## src/asfe_pkg.sv

```systemverilog
package asfe_pkg;
   // register addresses
   localparam logic [2:0] ASFE_A_TXC  = 3'h0;
   localparam logic [2:0] ASFE_A_RXC  = 3'h1;
   localparam logic [2:0] ASFE_A_BDC  = 3'h2;
   localparam logic [2:0] ASFE_A_DIVL = 3'h3;
   localparam logic [2:0] ASFE_A_DIVH = 3'h4;
   localparam logic [2:0] ASFE_A_RXD  = 3'h5;
   localparam logic [2:0] ASFE_A_TXD  = 3'h6;
   localparam logic [2:0] ASFE_A_STAT = 3'h7;
   // transmit_status_control fields
   localparam int ASFE_T_EN   = 0;
   localparam int ASFE_T_NINE = 1;
   localparam int ASFE_T_SYNC = 2;
   localparam int ASFE_T_MSTR = 3;
   localparam int ASFE_T_BRK  = 4;
   localparam int ASFE_T_INV  = 5;
   localparam int ASFE_T_D9   = 6;
   localparam logic [7:0] ASFE_T_WMASK = 8'h7F;
   // receive_status_control fields
   localparam int ASFE_R_ON    = 0;
   localparam int ASFE_R_CONT  = 1;
   localparam int ASFE_R_ADDR  = 2;
   localparam int ASFE_R_OERR  = 4;
   localparam int ASFE_R_FERR  = 5;
   localparam int ASFE_R_D9    = 6;
   localparam int ASFE_R_AVAIL = 7;
   localparam logic [7:0] ASFE_R_WMASK = 8'h07;
   // baud_control fields
   localparam int ASFE_B_W16    = 0;
   localparam int ASFE_B_WAKE   = 1;
   localparam int ASFE_B_ABD    = 2;
   localparam int ASFE_B_ABDOVF = 3;
   localparam int ASFE_B_WOKE   = 4;
   localparam logic [7:0] ASFE_B_WMASK = 8'h07;
   // line status fields
   localparam int ASFE_S_TRMT  = 0;
   localparam int ASFE_S_TBUFE = 1;
   localparam int ASFE_S_RIDLE = 2;
   localparam int ASFE_S_RFULL = 3;
   // reset values
   localparam logic [7:0]  ASFE_TXC_RST = 8'h00;
   localparam logic [7:0]  ASFE_RXC_RST = 8'h00;
   localparam logic [7:0]  ASFE_BDC_RST = 8'h00;
   localparam logic [15:0] ASFE_DIV_RST = 16'h0000;
   // bit timing, sixteen oversample ticks per bit
   localparam logic [3:0]  ASFE_TICK_LAST = 4'hF;
   localparam logic [3:0]  ASFE_TICK_MID  = 4'h7;
   localparam logic [3:0]  ASFE_BITS8     = 4'h8;
   localparam logic [3:0]  ASFE_BITS9     = 4'h9;
   localparam logic [3:0]  ASFE_FRAME8    = 4'hA;
   localparam logic [3:0]  ASFE_FRAME9    = 4'hB;
   localparam logic [3:0]  ASFE_FRAMEB    = 4'hE;
   localparam logic [13:0] ASFE_BRK_SH    = 14'h2000;
   localparam logic [13:0] ASFE_IDLE_SH   = 14'h3FFF;
   // auto-baud: five falling edges of the sync character span eight bits
   localparam logic [2:0]  ASFE_ABD_EDGES = 3'h4;
   localparam int          ASFE_ABD_SHIFT = 7;
   localparam logic [23:0] ASFE_ABD_MAX   = 24'hFF_FFFF;

   typedef struct packed {
      logic       wr;
      logic       rd;
      logic [2:0] addr;
      logic [7:0] wdata;
   } asfe_bus_t;

   typedef struct packed {
      logic ck_in;
      logic dt_in;
   } asfe_pin_in_t;

   typedef struct packed {
      logic ck_out;
      logic ck_oe;
      logic dt_out;
      logic dt_oe;
   } asfe_pin_out_t;

   typedef struct packed {
      logic       ferr;
      logic [8:0] d;
   } asfe_rxent_t;

   typedef enum logic [1:0] {
      ASFE_TX_IDLE  = 2'b00,
      ASFE_TX_ASYNC = 2'b01,
      ASFE_TX_SYNC  = 2'b10
   } asfe_txst_t;

   typedef enum logic [1:0] {
      ASFE_RX_IDLE  = 2'b00,
      ASFE_RX_START = 2'b01,
      ASFE_RX_DATA  = 2'b10,
      ASFE_RX_STOP  = 2'b11
   } asfe_rxst_t;

   typedef struct packed {
      logic [7:0]             txc;
      logic [7:0]             rxc;
      logic [7:0]             bdc;
      logic [15:0]            div;
      asfe_txst_t             tst;
      logic [13:0]            tsh;
      logic [3:0]             tlen;
      logic [3:0]             tbits;
      logic [3:0]             ttick;
      logic [8:0]             tbuf;
      logic                   tfull;
      logic                   ssrx;
      asfe_rxst_t             rst;
      logic [8:0]             rsh;
      logic [3:0]             rbits;
      logic [3:0]             rtick;
      asfe_rxent_t [1:0]      fifo;
      logic                   rhead;
      logic [1:0]             rcnt;
      logic                   oerr;
      logic                   woke;
      logic                   abdovf;
      logic [23:0]            acnt;
      logic [2:0]             aedg;
      logic [2:0]             dsy;
      logic [2:0]             csy;
      logic                   dflt;
      logic                   cflt;
      logic                   dprv;
      logic                   cprv;
      logic [7:0]             rdata;
      asfe_pin_out_t          po;
   } asfe_state_t;

   localparam asfe_state_t ASFE_ST_RST = '{
      txc: ASFE_TXC_RST, rxc: ASFE_RXC_RST, bdc: ASFE_BDC_RST, div: ASFE_DIV_RST,
      tst: ASFE_TX_IDLE, rst: ASFE_RX_IDLE, tsh: ASFE_IDLE_SH,
      dsy: 3'h7, dflt: 1'b1, dprv: 1'b1, default: '0};
endpackage

```

## src/asfe_baud_gen.sv

```systemverilog
`timescale 1ns/1ns
module asfe_baud_gen (
   // clock, reset, enable
   input  wire logic        clk,
   input  wire logic        reset,
   input  wire logic        ce,
   // divider setting
   input  wire logic        wide,
   input  wire logic [15:0] divisor,
   // oversample tick
   output logic             tick
);
   typedef struct packed {
      logic [15:0] cnt;
      logic        tick;
   } asfe_bg_t;

   asfe_bg_t    s_q;
   asfe_bg_t    s_d;
   logic [15:0] lim;

   // 8-bit or 16-bit divider of the system clock
   always_comb begin
      lim    = wide ? divisor : {8'h00, divisor[7:0]};
      s_d    = s_q;
      s_d.tick = 1'b0;
      if (s_q.cnt >= lim) begin
         s_d.cnt  = 16'h0000;
         s_d.tick = 1'b1;
      end else begin
         s_d.cnt = s_q.cnt + 16'h0001;
      end
   end

   always_ff @(posedge clk) begin
      if (reset) begin
         s_q <= '0;
      end else if (ce) begin
         s_q <= s_d;
      end
   end

   assign tick = s_q.tick;
endmodule

```

## src/asfe_core.sv

```systemverilog
`timescale 1ns/1ns
// Behaviour
// line rests at mark while no character is sent
// mark is a one, space is a zero
// equal successive bits hold the line with no return between bits
// frame is one start bit, eight or nine data bits, one or more stops
// start bit is space, stop bits are mark
// every bit lasts one bit period of the configured baud rate
// baud generator divides system clock, selectable 8-bit or 16-bit
// data bits go least significant first
// transmitter and receiver independent, sharing format and baud rate
// no parity logic; ninth bit is plain data
// asynchronous full duplex or synchronous half duplex master or slave
// in synchronous mode software puts receive and data output on one pin
// block itself drives the data pin output enable
// synchronous slave takes bit timing from the master clock
// transmitter can send a break of thirteen space bit periods
// nine-bit address detection drops frames whose ninth bit is clear
// overrun flagged when a character completes with the buffer full
// framing error flagged when the stop bit is not mark
// auto-baud detection and calibration, and wake on break
// receiver oversamples at sixteen times the baud rate
// received characters enter a two character FIFO
// queued character enters the shifter one cycle after the stop bit
// ninth data bit goes last before the stop bit
// start found on first falling edge; bits sampled mid period
module asfe_core (
   // clock, reset, enable
   input  wire logic                    clk,
   input  wire logic                    reset,
   input  wire logic                    ce,
   // register port
   input  wire asfe_pkg::asfe_bus_t     bus,
   output logic [7:0]                   rdata,
   // serial pins
   input  wire asfe_pkg::asfe_pin_in_t  pins_in,
   output asfe_pkg::asfe_pin_out_t      pins_out
);
   asfe_pkg::asfe_state_t s_q;
   asfe_pkg::asfe_state_t s_d;
   asfe_pkg::asfe_rxent_t head;
   asfe_pkg::asfe_rxent_t pw;
   logic                  tick;
   logic                  spen;
   logic                  txen;
   logic                  nine;
   logic                  sync;
   logic                  mstr;
   logic                  cren;
   logic                  rx_en;
   logic                  dfall;
   logic                  srise;
   logic                  sfall;
   logic                  push_v;
   logic                  drop;
   logic                  pop;
   logic                  acc;
   logic [3:0]            dbits;
   logic [15:0]           abd_div;

   // data bits per character, or bit periods per asynchronous frame
   function automatic logic [3:0] asfe_len(input logic nine9, input logic frame);
      logic [3:0] n;
      if (frame) begin
         n = nine9 ? asfe_pkg::ASFE_FRAME9 : asfe_pkg::ASFE_FRAME8;
      end else begin
         n = nine9 ? asfe_pkg::ASFE_BITS9 : asfe_pkg::ASFE_BITS8;
      end
      return n;
   endfunction

   // one divider serves both directions
   asfe_baud_gen u_baud (
      .clk     (clk),
      .reset   (reset),
      .ce      (ce),
      .wide    (s_q.bdc[asfe_pkg::ASFE_B_W16]),
      .divisor (s_q.div),
      .tick    (tick)
   );

   always_comb begin
      s_d     = s_q;
      spen    = s_q.rxc[asfe_pkg::ASFE_R_ON];
      cren    = s_q.rxc[asfe_pkg::ASFE_R_CONT];
      txen    = s_q.txc[asfe_pkg::ASFE_T_EN];
      nine    = s_q.txc[asfe_pkg::ASFE_T_NINE];
      sync    = s_q.txc[asfe_pkg::ASFE_T_SYNC];
      mstr    = s_q.txc[asfe_pkg::ASFE_T_MSTR];
      rx_en   = spen & ~sync & cren;
      dbits   = asfe_len(nine, 1'b0);
      dfall   = s_q.dprv & ~s_q.dflt;
      // master times the clock from ticks, slave from the clock pin
      srise   = mstr ? (tick && s_q.ttick == asfe_pkg::ASFE_TICK_MID)
                     : (~s_q.cprv & s_q.cflt);
      sfall   = mstr ? (tick && s_q.ttick == asfe_pkg::ASFE_TICK_LAST)
                     : (s_q.cprv & ~s_q.cflt);
      head    = s_q.fifo[s_q.rhead];
      pop     = bus.rd && bus.addr == asfe_pkg::ASFE_A_RXD && s_q.rcnt != 2'h0;
      push_v  = 1'b0;
      pw      = '0;
      drop    = 1'b0;
      acc     = 1'b0;
      abd_div = 16'(s_q.acnt >> asfe_pkg::ASFE_ABD_SHIFT) - 16'h0001;
      s_d.rdata = 8'h00;

      // pin synchronisers; a change counts once stages two and three agree
      s_d.dsy  = {s_q.dsy[1:0], pins_in.dt_in};
      s_d.csy  = {s_q.csy[1:0], pins_in.ck_in};
      if (s_q.dsy[1] == s_q.dsy[2]) begin
         s_d.dflt = s_q.dsy[2];
      end
      if (s_q.csy[1] == s_q.csy[2]) begin
         s_d.cflt = s_q.csy[2];
      end
      s_d.dprv = s_q.dflt;
      s_d.cprv = s_q.cflt;

      // register writes
      if (bus.wr) begin
         case (bus.addr)
            asfe_pkg::ASFE_A_TXC: begin
               s_d.txc = bus.wdata & asfe_pkg::ASFE_T_WMASK;
            end
            asfe_pkg::ASFE_A_RXC: begin
               s_d.rxc = bus.wdata & asfe_pkg::ASFE_R_WMASK;
            end
            asfe_pkg::ASFE_A_BDC: begin
               s_d.bdc = bus.wdata & asfe_pkg::ASFE_B_WMASK;
               if (bus.wdata[asfe_pkg::ASFE_B_ABDOVF]) begin
                  s_d.abdovf = 1'b0;
               end
               if (bus.wdata[asfe_pkg::ASFE_B_WOKE]) begin
                  s_d.woke = 1'b0;
               end
               s_d.aedg = 3'h0;
            end
            asfe_pkg::ASFE_A_DIVL: begin
               s_d.div[7:0] = bus.wdata;
            end
            asfe_pkg::ASFE_A_DIVH: begin
               s_d.div[15:8] = bus.wdata;
            end
            asfe_pkg::ASFE_A_TXD: begin
               if (!s_q.tfull) begin
                  s_d.tfull = 1'b1;
                  s_d.tbuf  = {s_q.txc[asfe_pkg::ASFE_T_D9], bus.wdata};
               end
            end
            default: begin
            end
         endcase
      end

      // register reads, data in the next cycle only
      if (bus.rd) begin
         case (bus.addr)
            asfe_pkg::ASFE_A_TXC: begin
               s_d.rdata = s_q.txc;
            end
            asfe_pkg::ASFE_A_RXC: begin
               s_d.rdata = s_q.rxc;
               s_d.rdata[asfe_pkg::ASFE_R_OERR]  = s_q.oerr;
               s_d.rdata[asfe_pkg::ASFE_R_FERR]  = head.ferr;
               s_d.rdata[asfe_pkg::ASFE_R_D9]    = head.d[8];
               s_d.rdata[asfe_pkg::ASFE_R_AVAIL] = s_q.rcnt != 2'h0;
            end
            asfe_pkg::ASFE_A_BDC: begin
               s_d.rdata = s_q.bdc;
               s_d.rdata[asfe_pkg::ASFE_B_ABDOVF] = s_q.abdovf;
               s_d.rdata[asfe_pkg::ASFE_B_WOKE]   = s_q.woke;
            end
            asfe_pkg::ASFE_A_DIVL: begin
               s_d.rdata = s_q.div[7:0];
            end
            asfe_pkg::ASFE_A_DIVH: begin
               s_d.rdata = s_q.div[15:8];
            end
            asfe_pkg::ASFE_A_RXD: begin
               s_d.rdata = head.d[7:0];
            end
            asfe_pkg::ASFE_A_STAT: begin
               s_d.rdata[asfe_pkg::ASFE_S_TRMT]  = s_q.tst == asfe_pkg::ASFE_TX_IDLE;
               s_d.rdata[asfe_pkg::ASFE_S_TBUFE] = ~s_q.tfull;
               s_d.rdata[asfe_pkg::ASFE_S_RIDLE] = s_q.rst == asfe_pkg::ASFE_RX_IDLE;
               s_d.rdata[asfe_pkg::ASFE_S_RFULL] = s_q.rcnt == 2'h2;
            end
            default: begin
            end
         endcase
      end

      // transmitter and synchronous transfer engine
      case (s_q.tst)
         asfe_pkg::ASFE_TX_IDLE: begin
            s_d.tsh   = asfe_pkg::ASFE_IDLE_SH;
            s_d.ttick = 4'h0;
            s_d.tbits = 4'h0;
            if (spen && txen && s_q.tfull) begin
               s_d.tfull = 1'b0;
               if (sync) begin
                  s_d.tst  = asfe_pkg::ASFE_TX_SYNC;
                  s_d.ssrx = 1'b0;
                  s_d.tsh  = {5'h1F, s_q.tbuf};
               end else if (s_q.txc[asfe_pkg::ASFE_T_BRK]) begin
                  s_d.tst  = asfe_pkg::ASFE_TX_ASYNC;
                  s_d.tsh  = asfe_pkg::ASFE_BRK_SH;
                  s_d.tlen = asfe_pkg::ASFE_FRAMEB;
                  s_d.txc[asfe_pkg::ASFE_T_BRK] = 1'b0;
               end else begin
                  s_d.tst  = asfe_pkg::ASFE_TX_ASYNC;
                  // start zero, data lsb first, ninth bit, then stop ones
                  s_d.tsh  = {4'hF, nine ? s_q.tbuf[8] : 1'b1, s_q.tbuf[7:0], 1'b0};
                  s_d.tlen = asfe_len(nine, 1'b1);
               end
            end else if (spen && sync && cren) begin
               s_d.tst  = asfe_pkg::ASFE_TX_SYNC;
               s_d.ssrx = 1'b1;
            end
         end
         asfe_pkg::ASFE_TX_ASYNC: begin
            if (tick) begin
               if (s_q.ttick == asfe_pkg::ASFE_TICK_LAST) begin
                  s_d.ttick = 4'h0;
                  s_d.tsh   = {1'b1, s_q.tsh[13:1]};
                  s_d.tbits = s_q.tbits + 4'h1;
                  if (s_d.tbits == s_q.tlen) begin
                     s_d.tst = asfe_pkg::ASFE_TX_IDLE;
                  end
               end else begin
                  s_d.ttick = s_q.ttick + 4'h1;
               end
            end
         end
         asfe_pkg::ASFE_TX_SYNC: begin
            if (mstr && tick) begin
               s_d.ttick = s_q.ttick + 4'h1;
            end
            if (srise) begin
               s_d.tbits = s_q.tbits + 4'h1;
               if (s_q.ssrx) begin
                  s_d.rsh = {s_q.dflt, s_q.rsh[8:1]};
                  push_v  = s_d.tbits == dbits;
               end
            end
            if (sfall) begin
               s_d.tsh = {1'b1, s_q.tsh[13:1]};
            end
            if (s_d.tbits == dbits && (!mstr || sfall)) begin
               s_d.tst = asfe_pkg::ASFE_TX_IDLE;
            end
         end
         default: begin
            s_d.tst = asfe_pkg::ASFE_TX_IDLE;
         end
      endcase

      // asynchronous receiver, sixteen ticks per bit
      case (s_q.rst)
         asfe_pkg::ASFE_RX_IDLE: begin
            s_d.rtick = 4'h0;
            s_d.rbits = 4'h0;
            if (rx_en && dfall && !s_q.bdc[asfe_pkg::ASFE_B_WAKE]
                && !s_q.bdc[asfe_pkg::ASFE_B_ABD]) begin
               s_d.rst = asfe_pkg::ASFE_RX_START;
            end
         end
         asfe_pkg::ASFE_RX_START: begin
            if (tick) begin
               s_d.rtick = s_q.rtick + 4'h1;
               if (s_q.rtick == asfe_pkg::ASFE_TICK_MID) begin
                  s_d.rtick = 4'h0;
                  s_d.rst   = s_q.dflt ? asfe_pkg::ASFE_RX_IDLE : asfe_pkg::ASFE_RX_DATA;
               end
            end
         end
         asfe_pkg::ASFE_RX_DATA: begin
            if (tick) begin
               s_d.rtick = s_q.rtick + 4'h1;
               if (s_q.rtick == asfe_pkg::ASFE_TICK_LAST) begin
                  s_d.rsh   = {s_q.dflt, s_q.rsh[8:1]};
                  s_d.rbits = s_q.rbits + 4'h1;
                  if (s_d.rbits == dbits) begin
                     s_d.rst = asfe_pkg::ASFE_RX_STOP;
                  end
               end
            end
         end
         asfe_pkg::ASFE_RX_STOP: begin
            if (tick) begin
               s_d.rtick = s_q.rtick + 4'h1;
               if (s_q.rtick == asfe_pkg::ASFE_TICK_LAST) begin
                  push_v  = 1'b1;
                  pw.ferr = ~s_q.dflt;
                  s_d.rst = asfe_pkg::ASFE_RX_IDLE;
               end
            end
         end
         default: begin
            s_d.rst = asfe_pkg::ASFE_RX_IDLE;
         end
      endcase
      if (!rx_en) begin
         s_d.rst = asfe_pkg::ASFE_RX_IDLE;
      end
      if (!spen) begin
         s_d.tst = asfe_pkg::ASFE_TX_IDLE;
      end

      // wake on the falling edge that opens a break
      if (spen && s_q.bdc[asfe_pkg::ASFE_B_WAKE] && dfall) begin
         s_d.woke = 1'b1;
         s_d.bdc[asfe_pkg::ASFE_B_WAKE] = 1'b0;
      end

      // auto-baud: time eight bits of the sync character
      if (rx_en && s_q.bdc[asfe_pkg::ASFE_B_ABD]) begin
         if (s_q.aedg != 3'h0) begin
            s_d.acnt = s_q.acnt + 24'h00_0001;
         end
         if (s_q.aedg != 3'h0 && s_q.acnt == asfe_pkg::ASFE_ABD_MAX) begin
            s_d.abdovf = 1'b1;
            s_d.aedg   = 3'h0;
            s_d.bdc[asfe_pkg::ASFE_B_ABD] = 1'b0;
         end else if (dfall) begin
            if (s_q.aedg == asfe_pkg::ASFE_ABD_EDGES) begin
               s_d.div  = abd_div;
               s_d.aedg = 3'h0;
               s_d.bdc[asfe_pkg::ASFE_B_W16] = 1'b1;
               s_d.bdc[asfe_pkg::ASFE_B_ABD] = 1'b0;
            end else begin
               s_d.aedg = s_q.aedg + 3'h1;
               if (s_q.aedg == 3'h0) begin
                  s_d.acnt = 24'h00_0000;
               end
            end
         end
      end

      // two entry receive FIFO with overrun and address filtering
      pw.d = nine ? s_d.rsh : {1'b0, s_d.rsh[8:1]};
      drop = push_v & s_q.rxc[asfe_pkg::ASFE_R_ADDR] & nine & ~pw.d[8];
      if (!cren) begin
         s_d.oerr = 1'b0;
      end
      if (pop) begin
         s_d.rhead = ~s_q.rhead;
      end
      if (push_v && !drop) begin
         if (s_q.rcnt == 2'h2 && !pop) begin
            s_d.oerr = 1'b1;
         end else begin
            acc = 1'b1;
            s_d.fifo[s_q.rhead ^ s_q.rcnt[0]] = pw;
         end
      end
      s_d.rcnt = s_q.rcnt + {1'b0, acc} - {1'b0, pop};

      // pin drivers follow the mode without software help
      s_d.po.ck_oe  = spen & (sync ? mstr : txen);
      s_d.po.ck_out = sync ? (s_d.tst == asfe_pkg::ASFE_TX_SYNC && s_d.ttick[3])
                           : (s_d.tsh[0] ^ s_q.txc[asfe_pkg::ASFE_T_INV]);
      s_d.po.dt_oe  = spen & sync & (s_d.tst == asfe_pkg::ASFE_TX_SYNC) & ~s_d.ssrx;
      s_d.po.dt_out = s_d.tsh[0];
   end

   always_ff @(posedge clk) begin
      if (reset) begin
         s_q <= asfe_pkg::ASFE_ST_RST;
      end else if (ce) begin
         s_q <= s_d;
      end
   end

   assign rdata    = s_q.rdata;
   assign pins_out = s_q.po;
endmodule

```

## config.mk

```make
export PLATFORM = sky130hd
export DESIGN_NAME = asfe_core
export DESIGN_NICKNAME = d
export VERILOG_FILES = /design/src/asfe_pkg.sv /design/src/asfe_baud_gen.sv /design/src/asfe_core.sv
export SDC_FILE = /design/constraint.sdc
export NUM_CORES = 1
export LEC_CHECK = 0
export ABC_AREA = 1
export BUFFER_PORTS_ARGS = -buffer_cell sky130_fd_sc_hd__buf_2
export CAP_MARGIN = 0
export CORE_ASPECT_RATIO = 1.5
export CORE_MARGIN = 2
export CORE_UTILIZATION = 60
export DETAILED_ROUTE_END_ITERATION = 10
export PLACE_DENSITY = 0.89
export RECOVER_POWER = 25
export REMOVE_ABC_BUFFERS = 1
export SLEW_MARGIN = 30
export SYNTH_ARGS = -nofsm -noshare
export SYNTH_HDL_FRONTEND = slang
export SYNTH_HIERARCHICAL = 1
export SYNTH_SLANG_ARGS = --single-unit
```

## constraint.sdc

```tcl
create_clock -name clk -period 2.5 [get_ports clk]
set_input_delay 0.5 -clock clk [delete_from_list [all_inputs] [get_ports clk]]
set_output_delay 0.5 -clock clk [all_outputs]
set_load 0.005 [all_outputs]
```

==> results of run 1 <==
-- worst max-delay path, stage by stage (launching register included) --
cell and delay [ps]:
dfxtp_2 350, ha_1 230, xnor2_2 180, nand3_2 100, nor2_2 110, nand2_2 90, nand2_4 110, nand3_4 100
ha_1 290, inv_1 40, ha_1 180, a21oi_1 140, o21a_1 150, o21ai_0 90, a21oi_1 130
-- synth_stat cells, types with 14 or more instances --
master    instances  area share (%)
clkbuf_1         35             1.3
o211ai_1         18             1.3
nor2_1          145             5.2
ha_1             29             3.5
xor2_1           31             2.6
nor2_2           15            0.89
buf_4            16             1.1
dfxtp_1         178              34
o21ai_0         129             6.1
nand4_1          15            0.89
nor3_1           18            0.86
a21oi_1         147             7.0
inv_2            14            0.50
inv_1           167             6.0
nand2_1         316              11
nand3_1         104             5.0
-- power breakdown --
part           internal, W  switching (W)  leakage [nW]
Clock              0.00143        0.00124         0.291
Combinational     0.000190       0.000408          3.11
Sequential         0.00291      0.0000617          1.45
Total              0.00453        0.00171          4.85
-- flip-flops by register name, indices dropped and copies added (netlist names), 4 cells and up --
name	count
rdata	8
s_q	140
pins_out	4
u_baud/s_q	16
s_d	6
-- path summary, 6_finish.rpt --
check | startpoint | to | slack (ps) | cells after the start
max | s_q[109] | s_q[53] | 140 | 14
min | pins_in[1] | s_d[17] | 280 | 3
max reg2reg | s_q[109] | s_q[53] | 140 | 14
min reg2reg | s_q[130] | s_q[130] | 440 | 2
-- through the flow --
stage	cell area [um^2]	TNS (ps)	hold WS, ps
2_1_floorplan	10120	0	412.2
3_3_place_gp	10750	0	424.6
3_5_place_dp	10750	0	427.0
4_1_cts	11340	0	281.6
5_1_grt	11430	-1.870	305.2
6_report	11430	0	280.6
-- cell type report --
cell class	instances	share of cell area [%]
multi-input combinational	1097	51.80
clock buffer	18	3.842
tap	213	2.332
clock inverter	14	1.259
inverter	184	6.076
timing repair buffer	56	3.415
sequential	178	31.28
-- kinds of logic after synthesis --
logic type | synth area share [%]
adders and majority gates | 3.455
DFF | 33.93
AOI/OAI and AO/OA | 18.25
buffers and inverters | 10.27
and+or+nand+nor | 30.30
muxes | 0.2978
xor gates and xnor gates | 3.502
-- metal layers --
| metal | vias to the layer above | GRT usage (%) |
|---|---|---|
| met1 | 4710 | 33.85 |
| met4 | 0 | 18.82 |
| met2 | 448 | 52.02 |
| li1 | 5030 | - |
| met5 | - | 0 |
| met3 | 139 | 4.380 |
-- repair_timing --
action / CTS / global route
gates cloned: 0 / 0
endpoints found under the setup margin: 1 / 2
gates resized for setup: 0 / 20
pin swaps: 1 / 3
setup buffers: 1 / 3
==> results, run 1 <==
- The flow ran to the end, and the final reports show no timing, DRC or antenna violations.
- The cell area after technology mapping is 10500 um^2.
- The post-synthesis area per instance is 6.864 um^2.
- The final standard cell utilization of the core is 66.17%.
- The register area is 3575 um^2.
- The placeable core region is 17270 um^2.
- The number of global-route vias before repair is 9902.
- The weighted congestion at the end of routability-driven global placement is 0.9586.
- The final worst slack is 143.1 ps.
- TritonCTS built the clock tree.
- The fmax is 0.4243 GHz.
- The via total after detailed routing is 10330.
- The total global routing track utilization is 29.82%.
- The kind of launch point of the worst setup path is a register.
- Clock-pin slew was measured on the worst setup and hold paths at 70 ps.
- In the final routing, the length of wire on met1 measures 10660 um.
- The critical path in this run is classified as register to register.
- STA puts the critical path data arrival time at 2730 ps.
- For this block, the routed nets add up to 27900 um of wire.
- The worst pin sits at a relative slew slack of 27.87%.
- The number of detailed-routing iterations run before antenna repair is 7.
- The max-cap violation count is 0.
- The period utilization is 94.28%.
- The maximum number of pins on one net before global-route repair is 73.
- For this run, the register share of the synthesized area comes to 33.93%.
- The met2 wire length is 13910 um.
- Counting flops with a built-in enable in the synthesized netlist gives 0.
- The final routed DRC violation total is 0.
- The antenna diode count is 0.
- The number of cell rows is 59.
- The half-perimeter wire length after placement is 20130 um.
- The maximum clock path buffer count is 2.
- The final layout contains 1581 nets.
- The worst vdd rail ir drop is 366.4 uV.
- The wire length per cell is 15.85 um.
- The initial cell density of the core is 60.80%.
- The H-tree was split into 4 levels.
- The endpoint type of the worst setup path is a register.
- 30 I/O pins were placed.
- The count of buffers inserted at the top-level ports is 29.
- The height of the die is 166.0 um.
- Counting flops and latches in the post-synthesis netlist gives 178.
- The total congestion overflow after global routing is 0.
- The worst min-delay path category is input port to register.
- In this run the horizontal extent of the chip is 112.0 um.
- The worst slack after detailed placement is 11.11 ps.
- Summing internal, switching and leakage power gives 0.006245 W.
- The leading cell type in the layout, fill and taps excluded is nand2_1.
- The final critical path time including I/O delays and setup is 2357 ps.
- For this run, asynchronously set or reset flops after synthesis account for 0%.
- The share of post-route cells with drive strength above 1 is 12.15%.
- The total area of multi-input combinational cells is 5921 um^2.
- Buffers inserted during clock tree synthesis total 17.
- Wire segments on met3 add up to 1631 um in the final route.
- The library cells used most frequently in the layout, excluding fill and tap cells, are nand2_1 (314), dfxtp_1 (171), inv_1 (166).
- The highest signal layer in the routed design is met4.
- STA puts the critical path data required time at 2880 ps.
- The count of placed standard cells in the final layout, fillers left out is 1760.
- Once placement completed, the tool counted placed cells totaling 1724.
- The count of hold-fix buffers inserted at cts is 0.
- The leakage power is 4.851 nW.
- The initial antenna violation count is 0.
- Using the TritonRoute via totals, the vias-per-cell ratio works out to 5.868.
- The post-route antenna net violation count is 0.
- The signed area change from the synthesized netlist to the final layout is 8.828%.
- Counting every instance in the synthesized netlist gives 1530.
- The final hold violation count came to 0.
- The first global-routing pass estimated 45990 um of wire.
- After filler insertion, the fill cell instance count of the layout stands at 1477.
- The clock drives 178 sinks.
- At the pin with the least slew margin, the transition time is 1082 ps.
- The count of pins over their slew limit is 0.
- The floorplan step defined a die boundary enclosing 18600 um^2.
- The power per standard cell area is 546.4 nW/um^2.
- The worst clock skew is 8.102 ps.
- For the worst-skew pair, the clock arrives at the later sink with an insertion delay of 440 ps.
- Of all nets on the critical path, the largest fanout is 5.
- The number of synthesis warnings is 6.
- Synthesis instantiated 60 different standard cells from the library.
- The cell chosen for the clock root is clkbuf_16.
- Setup violations remaining at the end of the flow were counted as 0.
- In this run, the number of DRC markers left after iteration 0 of detailed routing was 1091.
- Among all flip-flop cells after synthesis, the most frequent one is dfxtp_1.
No activity file was read; power rests on OpenSTA's default activity.
==> run 2: changes to the inputs <==
--- a/config.mk
+++ b/config.mk
@@ -5,11 +5,10 @@
 export SDC_FILE = /design/constraint.sdc
 export NUM_CORES = 1
 export LEC_CHECK = 0
-export ABC_AREA = 1
+export ABC_AREA = 0
 export BUFFER_PORTS_ARGS = -buffer_cell sky130_fd_sc_hd__buf_2
 export CAP_MARGIN = 0
 export CORE_ASPECT_RATIO = 1.5
-export CORE_MARGIN = 2
 export CORE_UTILIZATION = 60
 export DETAILED_ROUTE_END_ITERATION = 10
 export PLACE_DENSITY = 0.89
==> run 2 against run 1 <==
  * The run now ends with setup timing left
  * Wire length decreased by 6.4%
  * Clock power is 1% higher
  * Combinational power down 47%
  * Sequential share of layout area is 0.82 points higher
==> results, run 2 <==
- Run status: finished with violations (was finished, final reports clean).
- The final reports fail on setup timing.
- The fraction of synthesis flops using an asynchronous set or reset pin is 0% (unchanged).
- The proportion of power drawn by combinational gates is 5.3% (was 9.6%).
- The flip-flop and latch count after synthesis is 178 (unchanged).
- The most frequently used cell type in the post-synthesis netlist is dfxtp_1 (was nand2_1).
- The final hold violation count was 0 (unchanged).
- The via-per-instance ratio came to 6.403 (was 5.868).
- The kind of cell adding the most delay to the critical path is adder cells (unchanged).
- The fmax was 0.3962 GHz (was 0.4243 GHz).
- The worst min-delay path category is input port to register (unchanged).
- The final wirelength is 26110 um (was 27900 um).
- The count of hold-fix buffers inserted at cts is 0 (unchanged).
- The TritonCTS clock tree is built (unchanged).
- The worst endpoint data arrival time came to 2860 ps (was 2730 ps).
- The maximum number of pins on one net before global-route repair is 40 (was 73).
- The top register by number of flip-flops is s_q (unchanged).
- The global-route track usage on met2 is 51.64% (was 52.02%).
- The switching power as a share of total power was 24.58% (was 27.38%).
- The area share of the largest cell type after synthesis was 35.71% (was 33.93%).
- The post-synthesis area per instance came to 8.463 um^2 (was 6.864 um^2).
- The placeable core region was 16260 um^2 (was 17270 um^2).
- The final critical path time including I/O delays and setup is 2524 ps (was 2357 ps).
- The largest area contributor in the synthesized netlist is dfxtp_1 (unchanged).
- The power per standard cell area came to 531.7 nW/um^2 (was 546.4 nW/um^2).
- The initial cell density of the core came to 61.37% (was 60.80%).
- The clock-pin slew on the worst setup and hold paths came to 70 ps (about the same).
- The largest driver fanout on the critical path is 3 (was 5).
- The weighted congestion at the end of routability-driven global placement came to 0.9247 (was 0.9586).
- The post-route antenna net violation count is 0 (unchanged).
- The number of global-route vias before repair is 8771 (was 9902).
- The worst slack after detailed placement is -84.18 ps (was 11.11 ps).
- The net switching component of the power is 0.001452 W (was 0.001710 W).
- The max-cap violation count is 0 (unchanged).
- The total area of multi-input combinational cells is 5908 um^2 (was 5921 um^2).
- The fraction of the yosys area taken by sequential cells is 35.71% (was 33.93%).
- The clock network latency to the later pin of the worst-skew pair is 440 ps (about the same).
- The launch instance of the worst min-delay path is pins_in[0] (was pins_in[1]).
- The beginning of the worst register-to-register path is s_q[106] (was s_q[109]).
- The wire length of the first global-routing pass is 41630 um (was 45990 um).
- The number of H-tree levels was 4 (unchanged).
- The summed negative setup slack over all endpoints is -23.85 ps (was 0 ps).
- The path type of the worst setup path is register to register (unchanged).
- The leakage power is 4.563 nW (was 4.851 nW).
- The count of endpoints failing setup in the final report was 1 (was 0).
- The worst stage delay on the critical path is 340 ps (was 350 ps).
- The initial antenna violation count is 0 (unchanged).
- The total buffers and inverters traversed by the critical path is 1 (unchanged).
- The hold path depth came to 3 (unchanged).
- The total stage count of the critical path is 13 (was 14).
- The required time of the critical path was 2830 ps (was 2880 ps).
- The first-iteration detailed-routing DRC count is 914 (was 1091).
- The half-perimeter wire length after placement is 18520 um (was 20130 um).
- The count of pins over their slew limit was 0 (unchanged).
- The maximum clock path buffer count came to 2 (unchanged).
- The height of the die is 159.9 um (was 166.0 um).
- The number of synthesis warnings was 6 (unchanged).
- The actual slew at the worst max-slew pin is 1279 ps (was 1082 ps).
- The number of nets in the finished design is 1259 (was 1581).
- The cell chosen for the clock root was clkbuf_16 (unchanged).
- The wire length per cell is 18.25 um (was 15.85 um).
- Commonest non-fill, non-tap cells in the layout: dfxtp_1 (176), nor2_1 (166), nand2_1 (109) (was nand2_1 (314), dfxtp_1 (171), inv_1 (166)).
- The worst min-delay path endpoint was s_d[20] (was s_d[17]).
- The final worst slack was -23.85 ps (was 143.1 ps).
- The number of detailed-routing iterations run before antenna repair is 5 (was 7).
- The worst hold margin is 266.0 ps (was 280.6 ps).
- The die extent in x is 107.3 um (was 112.0 um).
- The register area came to 3566 um^2 (was 3575 um^2).
- The worst reg-to-reg path cell count is 13 (was 14).
- The total congestion overflow after global routing is 0 (unchanged).
- The power share of the sequential group is 48.8% (was 47.6%).
- The global-route track usage on met1 is 34.82% (was 33.85%).
- The clock group share of total power is 45.9% (was 42.8%).
- The count of buffers inserted at the top-level ports is 29 (unchanged).
- Crit-path cells: ha_4 > and4b_1 > a21o_1 > a31oi_4 > mux2i_1 > nand3_1 > ha_1 > inv_1 > ha_2 > xnor2_1 > nor2_1 > xnor2_1 > nor2_1 (was ha_1 > xnor2_2 > nand3_2 > nor2_2 > nand2_2 > nand2_4 > nand3_4 > ha_1 > inv_1 > ha_1 > a21oi_1 > o21a_1 > o21ai_0 > a21oi_1).
- The area of all placed cells without fillers is 11110 um^2 (was 11430 um^2).
- The slowest cell on the critical path is dfxtp_2 (unchanged).
- The worst vdd rail ir drop is 413.2 uV (was 366.4 uV).
- The fraction of met3 tracks used by global routing came to 5.510% (was 4.380%).
- The number of enable-type register cells in the synthesized netlist is 0 (unchanged).
- The slack of the worst reg-to-reg path is -20 ps (was 140 ps).
- The endpoint type of the worst setup path was a register (unchanged).
- The kind of launch point of the worst setup path is a register (unchanged).
- The total of fill cells in the finished design is 1200 (was 1477).
- The worst flop-to-flop path endpoint is s_q[53] (unchanged).
- The period utilization is 101.0% (was 94.28%).
- The total global routing track utilization is 30.62% (was 29.82%).
- The number of cell rows was 57 (was 59).
- The prevailing post-synth register cell is dfxtp_1 (unchanged).
- The number of primary I/O pins was 30 (unchanged).
- Most area-consuming cells after synthesis: dfxtp_1 (36%), mux2i_1 (9.5%), nor2_1 (6.2%), nand2_1 (4.1%), ha_1 (3.6%) (was dfxtp_1 (34%), nand2_1 (11%), a21oi_1 (7.0%), o21ai_0 (6.1%), inv_1 (6.0%)).
- The cell area after technology mapping is 9978 um^2 (was 10500 um^2).
- The internal power summed over all cells is 0.004455 W (was 0.004535 W).
- The antenna diode count was 0 (unchanged).
- The final routed DRC violation total is 0 (unchanged).
- The busiest layer in global routing is met2 (unchanged).
- The origin of the worst setup path is s_q[106] (was s_q[109]).
- The flip-flop count of the largest register after layout came to 140 (unchanged).
- The worst clock skew is 8.199 ps (was 8.102 ps).
- The distinct cell type count of the synthesized netlist is 83 (was 60).
- The headroom to the max-slew limit is 14.76% (was 27.87%).
- The number of instances in the synthesized netlist is 1179 (was 1530).
- Ranking of synthesized cells by instance count: dfxtp_1 (178), nor2_1 (166), nand2_1 (109) (was nand2_1 (316), dfxtp_1 (178), inv_1 (167)).
- The signed area change from the synthesized netlist to the final layout is 11.34% (was 8.828%).
- The share of post-route cells with drive strength above 1 is 14.78% (was 12.15%).
- The leading cell type in the layout, fill and taps excluded is dfxtp_1 (was nand2_1).
- The via total after detailed routing is 9162 (was 10330).
- The number of sinks handled by clock tree synthesis is 178 (unchanged).
- The area after detailed placement was 10450 um^2 (was 10750 um^2).
- The number of clock buffers inserted by TritonCTS is 17 (unchanged).
- Setup repair after global routing could not meet its margin everywhere.
- The die area came to 17160 um^2 (was 18600 um^2).
run 2: cell count changes after synthesis, moves of 15 or more:
cell | before | now
a21oi_1 | 147 | 65
inv_1 | 167 | 24
mux2i_1 | 2 | 95
nand2_1 | 316 | 109
nand3_1 | 104 | 49
nor2_1 | 145 | 166
nor2_2 | 15 | 0
o21ai_0 | 129 | 45
run 2: how the worst max path moves through the flow:
stage,slack [ps],endpoint
6_report,-20,s_q[53]
5_1_grt,-200,s_q[53]
4_1_cts,3,s_q[53]
3_5_place_dp,-80,s_q[53]
3_3_place_gp,2,s_q[53]
2_1_floorplan,-630,s_q[53]
run 2: repair_timing:
| action | in CTS | in global routing |
|---|---|---|
| resized for setup | 2 | 10 |
| pin swaps | 4 | 5 |
| setup buffers | 2 | 3 |
| setup endpoints to repair | 1 | 14 |
| endpoints found under the hold margin | 0 | 0 |
run 2: logic make-up (layout without fill, tap and decap cells):
family | count (synthesis) | count (layout) | synth area share, %
xor+xnor | 62 | 62 | 5.442
buf+inv | 116 | 162 | 5.580
compound gates | 233 | 233 | 16.26
simple gates | 451 | 451 | 21.81
mux | 110 | 110 | 11.56
flops | 178 | 178 | 35.71
fa+ha+maj | 29 | 29 | 3.636
run 2: final cells by class:
type | count | area share (%)
well taps | 206 | 2.320
inverters | 26 | 0.8785
clock inverters | 15 | 1.554
clock buffers | 17 | 3.829
multi-input cells | 885 | 53.18
repair buffers | 104 | 6.138
flip-flops and latches | 178 | 32.10
run 2: through the flow:
stage / std cells / total power, W / util, %
5_1_grt: 1431 / 0.006068 / 68.32
6_report: 1431 / 0.005906 / 68.32
2_1_floorplan: 1089 / 0.003073 / -
3_3_place_gp: 1394 / 0.003243 / 64.27
3_5_place_dp: 1394 / 0.003250 / 64.27
4_1_cts: 1428 / 0.005911 / 68.06
run 2: per-layer routing:
layer / part of all wire [%] / up-vias
met2: 49 / 455
li1: - / 4282
met3: 6.7 / 121
met5: 0 / -
met1: 38 / 4304
met4: 6.1 / 0
run 2: worst min-delay path, cell delays in order:
cell,delay (ps)
buf_2,80
mux2i_1,50
nand2_1,50
run 2: power groups by stage:
stage,clock network (W),logic [W],registers [W]
after floorplan,0,0.000133,0.00294
after global placement,0,0.000300,0.00294
after detailed placement,0,0.000305,0.00294
after CTS,0.00272,0.000309,0.00288
after global routing,0.00285,0.000334,0.00288
final,0.00271,0.000314,0.00288
==> run 3: changes to the inputs <==
--- a/config.mk
+++ b/config.mk
@@ -6,10 +6,11 @@
 export NUM_CORES = 1
 export LEC_CHECK = 0
 export ABC_AREA = 0
-export BUFFER_PORTS_ARGS = -buffer_cell sky130_fd_sc_hd__buf_2
+export BUFFER_PORTS_ARGS = -buffer_cell sky130_fd_sc_hd__clkbuf_2
 export CAP_MARGIN = 0
 export CORE_ASPECT_RATIO = 1.5
 export CORE_UTILIZATION = 60
+export CTS_CLUSTER_DIAMETER = 80
 export DETAILED_ROUTE_END_ITERATION = 10
 export PLACE_DENSITY = 0.89
 export RECOVER_POWER = 25
==> run 3 against run 2 <==
  * The flow still finishes with violations (setup timing)
  * Sequential power barely moved
  * Utilization rose by 0.72 points
  * Die area did not move
  * Critical path depth did not move
  * Combinational power rose by 5%
  * Highest routed layer unchanged
==> results, run 3 (synthesis gave the netlist of run 2 again) <==
- Run status: finished with violations (unchanged).
- The via total after detailed routing came to 9301 (was 9162).
- The number of global-route vias before repair is 9056 (was 8771).
- The largest driver fanout on the critical path is 3 (unchanged).
- The maximum number of pins on one net before global-route repair is 55 (was 40).
- The first-iteration detailed-routing DRC count came to 1053 (was 914).
- The count of endpoints failing setup in the final report is 1 (unchanged).
- The final routed DRC violation total is 0 (unchanged).
- The wire length per cell is 18.96 um (was 18.25 um).
- The number of cell rows is 57 (unchanged).
- The endpoint type of the worst setup path is a register (unchanged).
- The height of the die is 159.9 um (unchanged).
- The number of cells after detailed placement is 1395 (was 1394).
- The actual slew at the worst max-slew pin is 892.1 ps (was 1279 ps).
- The worst endpoint data arrival time was 2900 ps (was 2860 ps).
- The worst vdd rail ir drop is 387.8 uV (was 413.2 uV).
- The flip-flop count of the largest register after layout was 140 (unchanged).
- The worst min-delay path category was input port to register (unchanged).
- The signed area change from the synthesized netlist to the final layout was 12.50% (was 11.34%).
- The wire length of the first global-routing pass is 43730 um (was 41630 um).
- The clock-pin slew on the worst setup and hold paths is 70 ps (about the same).
- Unrepaired setup endpoints after global routing: yes (unchanged).
- The TritonCTS clock tree is built (unchanged).
- The fmax is 0.3878 GHz (was 0.3962 GHz).
- The number of nets in the finished design is 1261 (was 1259).
- The final wirelength is 27170 um (was 26110 um).
- The die extent in x is 107.3 um (unchanged).
- The power per standard cell area was 538.7 nW/um^2 (was 531.7 nW/um^2).
- The via-per-instance ratio is 6.491 (was 6.403).
- The number of detailed-routing iterations run before antenna repair is 6 (was 5).
- The post-route antenna net violation count is 0 (unchanged).
- Violated checks: setup timing (unchanged).
- The clock network latency to the later pin of the worst-skew pair was 440 ps (about the same).
- The path type of the worst setup path is register to register (unchanged).
- The top register by number of flip-flops is s_q (unchanged).
- The worst min-delay path endpoint is s_d[20] (unchanged).
- The final critical path time including I/O delays and setup is 2578 ps (was 2524 ps).
- The number of sinks handled by clock tree synthesis is 178 (unchanged).
- The headroom to the max-slew limit is 40.53% (was 14.76%).
- The number of primary I/O pins came to 30 (unchanged).
- The count of placed standard cells in the final layout, fillers left out is 1433 (was 1431).
- The launch instance of the worst min-delay path is pins_in[0] (unchanged).
- The cell chosen for the clock root was clkbuf_16 (unchanged).
- The required time of the critical path is 2820 ps (was 2830 ps).
- The final worst slack is -78.33 ps (was -23.85 ps).
- The share of post-route cells with drive strength above 1 is 15.65% (was 14.78%).
- The worst flop-to-flop path endpoint is s_q[53] (unchanged).
- The count of buffers inserted at the top-level ports is 29 (unchanged).
- The placeable core region came to 16260 um^2 (unchanged).
- The total global routing track utilization came to 32.23% (was 30.62%).
- The max-cap violation count was 0 (unchanged).
- The count of pins over their slew limit came to 0 (unchanged).
- The worst reg-to-reg path cell count was 13 (unchanged).
- The maximum clock path buffer count is 2 (unchanged).
- The number of H-tree levels is 4 (unchanged).
- The kind of launch point of the worst setup path was a register (unchanged).
- The beginning of the worst register-to-register path is s_q[105] (was s_q[106]).
- The final hold violation count was 0 (unchanged).
- The worst slack after detailed placement is -53.02 ps (was -84.18 ps).
- The period utilization is 103.1% (was 101.0%).
- The die area is 17160 um^2 (unchanged).
- The initial cell density of the core came to 61.37% (unchanged).
- The hold path depth is 3 (unchanged).
- The weighted congestion at the end of routability-driven global placement is 0.9325 (was 0.9247).
- Commonest non-fill, non-tap cells in the layout: dfxtp_1 (175), nor2_1 (166), nand2_1 (109) (was dfxtp_1 (176), nor2_1 (166), nand2_1 (109)).
- The antenna diode count was 0 (unchanged).
- The total congestion overflow after global routing is 0 (unchanged).
- The leakage power is 4.622 nW (was 4.563 nW).
- The leading cell type in the layout, fill and taps excluded is dfxtp_1 (unchanged).
- The half-perimeter wire length after placement is 18300 um (was 18520 um).
- The number of clock buffers inserted by TritonCTS is 17 (unchanged).
- The slack of the worst reg-to-reg path is -80 ps (was -20 ps).
- The worst clock skew is 7.591 ps (was 8.199 ps).
- The initial antenna violation count is 0 (unchanged).
==> run 3: worst max path at each step <==
| stage | start | to | slack, ps | cells after the start |
|---|---|---|---|---|
| 2_1_floorplan | s_q[105] | s_q[53] | -630 | 13 |
| 3_3_place_gp | s_q[105] | s_q[53] | 4 | 13 |
| 3_5_place_dp | s_q[105] | s_q[53] | -50 | 13 |
| 4_1_cts | s_q[105] | s_q[53] | -20 | 13 |
| 5_1_grt | s_q[75] | s_q[53] | -190 | 14 |
| 6_report | s_q[105] | s_q[53] | -80 | 13 |
==> run 3: area by class of cell <==
type	instances	area, um^2
sequential	178	3567
fill	1209	5035
clock inverter	11	150.1
timing repair buffer	106	750.7
clock buffer	21	480.5
inverter	26	97.59
tap	206	257.7
multi-input combinational	885	5922
==> run 3: report_power, final <==
group / switching (W) / internal (W) / total, W
clock: 0.00115 / 0.00168 / 0.00283
combinational: 0.000218 / 0.000111 / 0.000329
sequential: 0.0000263 / 0.00286 / 0.00288
total: 0.00140 / 0.00465 / 0.00605
==> run 3: per-layer routing <==
metal  vias up  track usage, %  routed length, um
li1       4304               -                  -
met1      4391           36.81              10320
met2       465           53.11              13300
met3       141           6.122               1865
met4         0           23.41               1687
met5         -               0                  0
==> run 3: worst max-delay path, cell delays in order, from the launching register on <==
cell and delay (ps):
dfxtp_2 340, ha_4 160, and4b_2 260, a21o_4 240, a31oi_4 150, mux2i_1 250, nand3_1 110, ha_1 280
inv_1 40, ha_2 160, xnor2_1 160, nor2_1 80, xnor2_1 170, nor2_1 50
==> run 3: what timing repair did <==
item,in CTS,in global routing
setup buffers,4,2
endpoints found under the setup margin,2,20
gates resized for setup,6,9
pin swaps,7,5
hold buffers,0,0
==> run 3: per-stage QoR <==
stage,hold WS (ps),util [%],TNS (ps),instance area [um^2],total power (W)
finish,286.5,69.04,-78.33,11230,0.006048
global route,323.7,69.04,-251.9,11230,0.006200
CTS,285.7,68.67,-19.21,11170,0.006030
detailed placement,431.3,64.47,-53.02,10480,0.003255
global placement,427.8,64.47,0,10480,0.003247
floorplan,415.2,-,-15420,9519,0.003073
